## config.mk

```make
export PLATFORM = sky130hd
export DESIGN_NAME = dts_trigger_status
export DESIGN_NICKNAME = d
export VERILOG_FILES = /design/src/include/dts_pkg.sv /design/src/include/dts_cnt_if.sv /design/src/rtl/dts_valid_counter.sv /design/src/rtl/dts_trigger_status.sv
export SDC_FILE = /design/constraint.sdc
export NUM_CORES = 1
export LEC_CHECK = 0
export BUFFER_PORTS_ARGS = -buffer_cell sky130_fd_sc_hd__buf_2
export CELL_PAD_IN_SITES_DETAIL_PLACEMENT = 1
export CELL_PAD_IN_SITES_GLOBAL_PLACEMENT = 2
export CORE_ASPECT_RATIO = 1.2
export CORE_MARGIN = 8
export CORE_UTILIZATION = 23
export DETAILED_ROUTE_END_ITERATION = 16
export PLACE_DENSITY = 0.87
export SKIP_CTS_REPAIR_TIMING = 1
export SLEW_MARGIN = 20
export SYNTH_ARGS = -nofsm -noshare
export SYNTH_HDL_FRONTEND = slang
export SYNTH_HIERARCHICAL = 1
export SYNTH_SLANG_ARGS = --single-unit
```

## constraint.sdc

```tcl
create_clock -name sys_clk -period 2.83 [get_ports sys_clk]
set_input_delay 0.283 -clock sys_clk [delete_from_list [all_inputs] [get_ports sys_clk]]
set_output_delay 0.283 -clock sys_clk [all_outputs]
set_load 0.005 [all_outputs]
```

## src/include/dts_pkg.sv

```systemverilog
package dts_pkg;
	// Register byte addresses on the Wishbone slave
	localparam logic [7:0] ADR_TRIG_CONFIG = 8'h00;
	localparam logic [7:0] ADR_TRACE_STATUS = 8'h04;
	localparam logic [7:0] ADR_DEBUG_CONTROL = 8'h08;
	// trigger_config fields
	localparam int TAG_FORCE_SELECT_BIT = 7;
	localparam int CAPTURE_BEGIN_BIT = 6;
	localparam logic [7:0] TRIG_CONFIG_WRITE_MASK = 8'hcf;
	localparam logic [7:0] TRIG_CONFIG_RESET = 8'h00;
	// trace_status fields
	localparam int MATCH_A_FLAG_BIT = 7;
	localparam int MATCH_B_FLAG_BIT = 6;
	localparam int RUN_ACTIVE_FLAG_BIT = 5;
	// debug_control_reg fields
	localparam int DEBUG_UNIT_ENABLE_BIT = 7;
	localparam int RUN_ACTIVE_CTRL_BIT = 6;
	// Trigger mode field codes
	localparam logic [3:0] MODE_A_ONLY = 4'h0;
	localparam logic [3:0] MODE_A_OR_B = 4'h1;
	localparam logic [3:0] MODE_A_THEN_B = 4'h2;
	localparam logic [3:0] MODE_EVENT_B = 4'h3;
	localparam logic [3:0] MODE_A_THEN_EVENT_B = 4'h4;
	localparam logic [3:0] MODE_A_AND_DATA_B = 4'h5;
	localparam logic [3:0] MODE_A_AND_NOT_DATA_B = 4'h6;
	localparam logic [3:0] MODE_INSIDE_RANGE = 4'h7;
	localparam logic [3:0] MODE_OUTSIDE_RANGE = 4'h8;
	localparam logic [3:0] MODE_FIRST_DEAD = 4'h9;
	// Trace buffer depth in words
	localparam int TRACE_DEPTH = 8;
endpackage

```

## src/include/dts_cnt_if.sv

```systemverilog
interface dts_cnt_if;
	logic clear;
	logic inc;
	logic [3:0] count;
	modport owner (input clear, input inc, output count);
	modport user (output clear, output inc, input count);
endinterface

```

## src/rtl/dts_valid_counter.sv

```systemverilog
module dts_valid_counter
	import dts_pkg::*;
#(
	parameter int DEPTH = TRACE_DEPTH
) (
	input wire logic sys_clk,
	input wire logic nrst,
	dts_cnt_if.owner cnt
);
	localparam logic [3:0] MAX_COUNT = 4'(DEPTH);

	// Refuse depths that the four-bit count cannot hold
	if (DEPTH < 1 || DEPTH > 15) begin : g_depth_check
		$error("dts_valid_counter: DEPTH must lie in 1..15");
	end

	logic [3:0] count_q;

	// Clears at run start, saturates when the buffer is full, never counts down
	always_ff @(posedge sys_clk) begin
		if (!nrst) begin
			count_q <= 4'h0;
		end else if (cnt.clear) begin
			count_q <= 4'h0;
		end else if (cnt.inc && count_q < MAX_COUNT) begin
			count_q <= count_q + 4'h1;
		end
	end

	assign cnt.count = count_q;
endmodule

```

## src/rtl/dts_trigger_status.sv

```systemverilog
// What this block does
// - trigger_config always readable; writes land only while no run is active.
// - trigger_config bits 4 and 5 read zero and ignore writes.
// - Bit 7 set: match triggers only once its opcode executes; clear: access triggers.
// - Bit 6 selects end trace (fill until trigger) or begin trace.
// - Event-only modes ignore bit 6 and always run as begin traces.
// - Modes 0-4: A only, A or B, A then B, event B, A then event B.
// - Mode 5 A and data B, mode 6 A and not data B, 9-15 none.
// - Mode 7 triggers inside A..B inclusive, mode 8 outside that range.
// - Match A flag clears at run start, sets on a later A match.
// - Match B flag clears at run start, sets on a later B match.
// - Status bit 5 mirrors run control; set by a write with the run and enable bits both one.
// - Run ends on buffer full in begin trace, on trigger in end trace.
// - Writing zero to run control or unit enable stops a run at once.
// - Valid count clears at run start, holds 0..8 valid words at end.
// - Valid count does not decrement when trace words are read.
// - trace_status is read only; writes change nothing.
// - Write sets run control and flag; run completion clears control.
// - Event-only modes store low byte only; high byte reads zero.
// - Break requests never alter qualification; timing follows begin or end.
module dts_trigger_status
	import dts_pkg::*;
(
	input wire logic sys_clk,
	input wire logic nrst,
	input wire logic wb_cyc_i,
	input wire logic wb_stb_i,
	input wire logic wb_we_i,
	input wire logic [7:0] wb_adr_i,
	input wire logic [3:0] wb_sel_i,
	input wire logic [31:0] wb_dat_i,
	output logic [31:0] wb_dat_o,
	output logic wb_ack_o,
	input wire logic busAccess,
	input wire logic hitA,
	input wire logic hitB,
	input wire logic dataHitB,
	input wire logic addrGeA,
	input wire logic addrLeB,
	input wire logic opcodeExec,
	input wire logic wordStored,
	input wire logic fifoFull,
	output logic trigger,
	output logic captureEn,
	output logic eventStore,
	output logic lowByteOnly,
	output logic breakReq,
	output logic runActive,
	output logic unitEnable
);
	typedef enum logic [1:0] {ST_IDLE, ST_PRE, ST_WAIT, ST_POST} dts_state_type;

	logic ack_q;
	logic [31:0] rdData_q;
	logic [7:0] trigCfg_q;
	logic enable_q;
	logic run_q;
	logic afFlag_q;
	logic bfFlag_q;
	logic seenA_q;
	logic tagPend_q;
	logic trigger_q;
	logic captureEn_q;
	logic eventStore_q;
	logic lowByte_q;
	logic breakReq_q;
	dts_state_type state_q;
	dts_state_type stateNext;
	logic reqNew;
	logic wrDo;
	logic wrTrig;
	logic wrStat;
	logic wrCtrl;
	logic runStart;
	logic runStop;
	logic runEnd;
	logic [3:0] mode;
	logic eventOnly;
	logic beginMode;
	logic tagSel;
	logic rawTrig;
	logic trig;
	logic [7:0] statusVal;
	logic [7:0] rdSel;

	dts_cnt_if cnt ();

	dts_valid_counter #(.DEPTH(TRACE_DEPTH)) uCount (
		.sys_clk(sys_clk),
		.nrst(nrst),
		.cnt(cnt)
	);

	// Bus decode: new request, write commits on the edge that sees ack high
	assign reqNew = wb_cyc_i && wb_stb_i && !ack_q;
	assign wrDo = wb_cyc_i && wb_stb_i && wb_we_i && ack_q && wb_sel_i[0];
	assign wrTrig = wrDo && (wb_adr_i == ADR_TRIG_CONFIG);
	assign wrStat = wrDo && (wb_adr_i == ADR_TRACE_STATUS);
	assign wrCtrl = wrDo && (wb_adr_i == ADR_DEBUG_CONTROL);

	// Run control decode
	assign runStart = wrCtrl && wb_dat_i[DEBUG_UNIT_ENABLE_BIT]
		&& wb_dat_i[RUN_ACTIVE_CTRL_BIT] && !run_q;
	assign runStop = wrCtrl && run_q && (!wb_dat_i[DEBUG_UNIT_ENABLE_BIT]
		|| !wb_dat_i[RUN_ACTIVE_CTRL_BIT]);

	// Configuration fields
	assign mode = trigCfg_q[3:0];
	assign eventOnly = (mode == MODE_EVENT_B) || (mode == MODE_A_THEN_EVENT_B);
	assign beginMode = trigCfg_q[CAPTURE_BEGIN_BIT] || eventOnly;
	assign tagSel = trigCfg_q[TAG_FORCE_SELECT_BIT];

	// Raw comparator combination per trigger mode
	always_comb begin
		rawTrig = 1'b0;
		case (mode)
			MODE_A_ONLY: rawTrig = hitA;
			MODE_A_OR_B: rawTrig = hitA || hitB;
			MODE_A_THEN_B: rawTrig = hitB && seenA_q;
			MODE_EVENT_B: rawTrig = hitB;
			MODE_A_THEN_EVENT_B: rawTrig = hitB && seenA_q;
			MODE_A_AND_DATA_B: rawTrig = hitA && dataHitB;
			MODE_A_AND_NOT_DATA_B: rawTrig = hitA && !dataHitB;
			MODE_INSIDE_RANGE: rawTrig = addrGeA && addrLeB;
			MODE_OUTSIDE_RANGE: rawTrig = !addrGeA || !addrLeB;
			default: rawTrig = 1'b0;
		endcase
		rawTrig = rawTrig && busAccess && run_q;
	end

	// Tag waits for execution of the matched opcode, force takes the access
	assign trig = tagSel ? (tagPend_q && opcodeExec && run_q) : rawTrig;

	// Natural end of a run
	assign runEnd = run_q && ((beginMode && state_q == ST_POST && fifoFull)
		|| (!beginMode && state_q == ST_PRE && trig));

	// Wishbone acknowledge and registered read data
	always_ff @(posedge sys_clk) begin
		if (!nrst) begin
			ack_q <= 1'b0;
			rdData_q <= 32'h0;
		end else begin
			ack_q <= reqNew;
			if (reqNew) begin
				rdData_q <= {24'h0, rdSel};
			end
		end
	end

	assign statusVal = {afFlag_q, bfFlag_q, run_q, 1'b0, cnt.count};

	// Read mux; unmapped addresses read zero and are still acknowledged
	always_comb begin
		case (wb_adr_i)
			ADR_TRIG_CONFIG: rdSel = trigCfg_q;
			ADR_TRACE_STATUS: rdSel = statusVal;
			ADR_DEBUG_CONTROL: rdSel = {enable_q, run_q, 6'h0};
			default: rdSel = 8'h0;
		endcase
	end

	// Trigger configuration, locked during a run
	always_ff @(posedge sys_clk) begin
		if (!nrst) begin
			trigCfg_q <= TRIG_CONFIG_RESET;
		end else if (wrTrig && !run_q) begin
			trigCfg_q <= wb_dat_i[7:0] & TRIG_CONFIG_WRITE_MASK;
		end
	end

	// Unit enable and run control
	always_ff @(posedge sys_clk) begin
		if (!nrst) begin
			enable_q <= 1'b0;
			run_q <= 1'b0;
		end else begin
			if (wrCtrl) begin
				enable_q <= wb_dat_i[DEBUG_UNIT_ENABLE_BIT];
			end
			if (runStart) begin
				run_q <= 1'b1;
			end else if (runStop || runEnd) begin
				run_q <= 1'b0;
			end
		end
	end

	// Match flags; status has no write path
	always_ff @(posedge sys_clk) begin
		if (!nrst) begin
			afFlag_q <= 1'b0;
			bfFlag_q <= 1'b0;
		end else if (runStart) begin
			afFlag_q <= 1'b0;
			bfFlag_q <= 1'b0;
		end else begin
			if (run_q && busAccess && hitA) begin
				afFlag_q <= 1'b1;
			end
			if (run_q && busAccess && hitB) begin
				bfFlag_q <= 1'b1;
			end
		end
	end

	// Sequencing memory for A-then modes and tag qualification
	always_ff @(posedge sys_clk) begin
		if (!nrst) begin
			seenA_q <= 1'b0;
			tagPend_q <= 1'b0;
		end else if (runStart || !run_q) begin
			seenA_q <= 1'b0;
			tagPend_q <= 1'b0;
		end else begin
			if (busAccess && hitA) begin
				seenA_q <= 1'b1;
			end
			if (tagSel && rawTrig) begin
				tagPend_q <= 1'b1;
			end else if (opcodeExec) begin
				tagPend_q <= 1'b0;
			end
		end
	end

	// Capture sequencing
	always_comb begin
		stateNext = state_q;
		case (state_q)
			ST_IDLE: begin
				if (runStart) begin
					stateNext = beginMode ? ST_WAIT : ST_PRE;
				end
			end
			ST_PRE: begin
				if (runStop || runEnd) begin
					stateNext = ST_IDLE;
				end
			end
			ST_WAIT: begin
				if (runStop) begin
					stateNext = ST_IDLE;
				end else if (trig) begin
					stateNext = ST_POST;
				end
			end
			ST_POST: begin
				if (runStop || runEnd) begin
					stateNext = ST_IDLE;
				end
			end
			default: stateNext = ST_IDLE;
		endcase
	end

	always_ff @(posedge sys_clk) begin
		if (!nrst) begin
			state_q <= ST_IDLE;
		end else begin
			state_q <= stateNext;
		end
	end

	// Registered outputs toward buffer and break logic
	always_ff @(posedge sys_clk) begin
		if (!nrst) begin
			trigger_q <= 1'b0;
			captureEn_q <= 1'b0;
			eventStore_q <= 1'b0;
			lowByte_q <= 1'b0;
			breakReq_q <= 1'b0;
		end else begin
			trigger_q <= trig;
			captureEn_q <= (stateNext == ST_PRE) || (stateNext == ST_POST);
			eventStore_q <= eventOnly && busAccess && hitB
				&& (state_q == ST_POST || (state_q == ST_WAIT && trig));
			lowByte_q <= eventOnly;
			breakReq_q <= runEnd && !runStop;
		end
	end

	// Valid word counter hookup
	assign cnt.clear = runStart;
	assign cnt.inc = run_q && wordStored;

	assign wb_ack_o = ack_q;
	assign wb_dat_o = rdData_q;
	assign trigger = trigger_q;
	assign captureEn = captureEn_q;
	assign eventStore = eventStore_q;
	assign lowByteOnly = lowByte_q;
	assign breakReq = breakReq_q;
	assign runActive = run_q;
	assign unitEnable = enable_q;
endmodule

```

==> results.json <==
{
  "powerDensity_nw_per_um2": 423,
  "ys_seq_area_share_pct": 36.1,
  "worstPathRequired_ns": 3.02,
  "syn_to_final_growth_pct": 16.7,
  "maxCapViolCount": 0,
  "grt_max_degree": 20,
  "hpwl_um": 3810,
  "worst_pin_slew_ns": 0.543,
  "use_met2_pct": 15.6,
  "portBuffers": 43,
  "path_clk_slew_ns": 0.07,
  "htreeDepth": 2,
  "power_uw": 850,
  "setup-violations-final": 0,
  "path_cells": "nor2b_1 -> nand3_1 -> o21ai_1 -> nor3_1 -> o31a_1 -> or4_4 -> and3_1",
  "worstSetupStartpoint": "trigCfg_q[2]$_SDFFE_PN0P_",
  "cp-end-kind": "flip-flop",
  "wl_um": 4740,
  "reg2reg_depth": 7,
  "busiest_layer": "met2",
  "max_slew_margin_pct": 63.6,
  "grt_pass1_wl_um": 7710,
  "synth_edf_count": 0,
  "clk_latency_ns": 0.29,
  "rows": 34,
  "status": "finished clean",
  "overflow": 0,
  "final_nets": 311,
  "layout-drive-gt1-share_pct": 24.2,
  "ys.flop_type": "dfxtp_1",
  "wl_per_cell_um": 13.9,
  "crit_family": "simple AND/OR/NAND/NOR gates",
  "hold_viol": 0,
  "reg2reg_slack_ns": 0.62,
  "holdWs_ns": 0.231,
  "design.die.area_um2": 10500,
  "critical_path_buf_inv_count": 0,
  "peakVddDrop_v": 0.000209,
  "cp_max_fo": 9,
  "synthArstFlopShare_pct": 0,
  "cp.arrival_ns": 2.40,
  "min_period_ns": 2.21,
  "antenna_cells": 0,
  "clk_path_buf_depth": 2,
  "synth-seq-cells": 31,
  "ant_nets": 0,
  "dr.first_iter.drc_count": 41,
  "yosysUniqueCellTypes": 45,
  "drv_slew": 0,
  "max_freq_ghz": 0.452,
  "hp-class": "input pin to flip-flop",
  "die_y_um": 111,
  "yosysWarnings": 6,
  "use_met3_pct": 3.52,
  "gp_congestion": 0.732,
  "r2r_start": "trigCfg_q[2]$_SDFFE_PN0P_",
  "cts_tree": "yes",
  "cts-root-buf": "clkbuf_8",
  "setup_tns_ns": 0,
  "cts.sink_count": 31,
  "skew_ns": 0.00953,
  "ios": 98,
  "drtPass1Iterations": 4,
  "stdcell_count": 342,
  "hold_depth": 3,
  "cts_buffers": 5,
  "rsz0062_at_grt": "no",
  "path_depth": 7,
  "syn_avg_cell_area_um2": 8.19,
  "grt_use_met1_pct": 10.3,
  "post_drt_via_cell_ratio": 4.49,
  "fin_crit_sh_pct": 78.2,
  "vias": 1535,
  "cp-start-kind": "flip-flop",
  "p_leak_uw": 0.000868,
  "r2r-end": "state_q[0]$_SDFF_PN0_",
  "syn_area_um2": 1720,
  "coreArea_um2": 7230,
  "grt.total_usage_pct": 9.28,
  "antenna_found_initial": 0,
  "path_class": "flip-flop to flip-flop",
  "synthCells": 210,
  "max_stage_delay_ns": 0.54,
  "worstSetupEndpoint": "state_q[0]$_SDFF_PN0_",
  "die_x_um": 94.9,
  "drc": 0,
  "initial_utilization_pct": 23.8,
  "crit_slowest_cell": "or4_4",
  "dp_cells": 335,
  "grt_pass1_vias": 1603
}
==> worst min-delay path by stage <==
stage	start	end	slack (ns)
floorplan	nrst	runActive$_SDFFE_PN0P_	0.40
global placement	wb_dat_o[5]$_SDFFE_PN0P_	wb_dat_o[5]$_SDFFE_PN0P_	0.44
detailed placement	wb_dat_o[0]$_SDFFE_PN0P_	wb_dat_o[0]$_SDFFE_PN0P_	0.44
CTS	wb_dat_i[2]	trigCfg_q[2]$_SDFFE_PN0P_	0.23
global route	wb_dat_i[0]	trigCfg_q[0]$_SDFFE_PN0P_	0.24
finish	wb_dat_i[2]	trigCfg_q[2]$_SDFFE_PN0P_	0.23
==> where the power goes <==
group	internal (uW)	switching (uW)	leakage [uW]
combinational	20.3	37.3	0.000572
clock	191	164	0.0000470
sequential	437	0.542	0.000250
total	648	202	0.000868
==> routing by layer <==
layer | wire length [um] | vias up
li1 | - | 757
met1 | 2000 | 727
met2 | 2350 | 46
met3 | 332 | 5
met4 | 53 | 0
met5 | 0 | -
==> worst register-to-register path: cells and delay by family, from the launching register on <==
family	cells	cell delay [ns]
and+or+nand+nor	5	1.13
AOI/OAI and AO/OA	2	0.50
DFF	1	0.49
==> kinds of logic after synthesis <==
group                      share of synthesized area, %
AOI/OAI and AO/OA                                  12.7
xor gates and xnor gates                           1.02
adders and majority gates                         0.728
buffers and inverters                              14.4
DFF                                                36.1
muxes                                              7.79
other                                             0.218
and+or+nand+nor                                    27.0
==> metrics by stage <==
step | utilization [%] | cell area (um2) | setup slack, ns
6_report | 27.8 | 2010 | 0.617
4_1_cts | 27.8 | 2010 | 0.591
2_1_floorplan | - | 1810 | 0.857
5_1_grt | 27.8 | 2010 | 0.430
3_3_place_gp | 26.5 | 1920 | 0.543
3_5_place_dp | 26.5 | 1920 | 0.538
==> cell usage in the layout, fill, tap and decap left out, types with 3 or more instances in the layout <==
cell,instances
nor3_1,6
clkbuf_8,6
nand2_1,20
dfxtp_1,31
mux2i_1,10
o21ai_0,5
nand2b_1,4
nand4_1,3
conb_1,25
mux2_1,3
nand3_1,13
a31oi_1,3
nor2b_1,4
buf_2,43
a21oi_1,14
nor2_1,22
o21ai_1,3
nand3b_1,3
inv_1,3
==> sequential cells by signal (all words and copies together), names as in the netlist <==
| register | count |
|---|---|
| captureEn | 1 |
| trigCfg_q | 6 |
| breakReq | 1 |
| seenA_q | 1 |
| wb_ack_o | 1 |
| wb_dat_o | 7 |
| tagPend_q | 1 |
| lowByteOnly | 1 |
| runActive | 1 |
| state_q | 2 |
| eventStore | 1 |
| uCount/cnt.count | 4 |
| unitEnable | 1 |
| trigger | 1 |
| bfFlag_q | 1 |
| afFlag_q | 1 |
==> cell usage after synthesis (2+ instances only) <==
cell type | number | area, um2
and2_1 | 2 | 12.5
nand3_1 | 13 | 65.1
inv_1 | 3 | 11.3
a21oi_1 | 14 | 70.1
buf_4 | 26 | 195
nand2b_1 | 4 | 25.0
dfxtp_1 | 31 | 621
o21ai_1 | 3 | 15.0
nor2b_1 | 4 | 25.0
nor2_1 | 22 | 82.6
mux2i_1 | 10 | 100
nor3_1 | 6 | 30.0
nand4_1 | 3 | 18.8
nand3b_1 | 3 | 22.5
nand2_1 | 20 | 75.1
o21ai_0 | 5 | 25.0
clkbuf_1 | 7 | 26.3
or2_1 | 2 | 12.5
mux2_1 | 3 | 33.8
and3_1 | 2 | 12.5
a31oi_1 | 3 | 18.8
==> cell type report <==
class,count,area [um2]
fill,902,5230
multi-input combinational,165,941
sequential,31,621
timing repair buffer,45,230
tap,90,113
clock buffer,6,82.6
inverter,4,15.0
clock inverter,1,5.00
(Power assumes the default switching activity.)
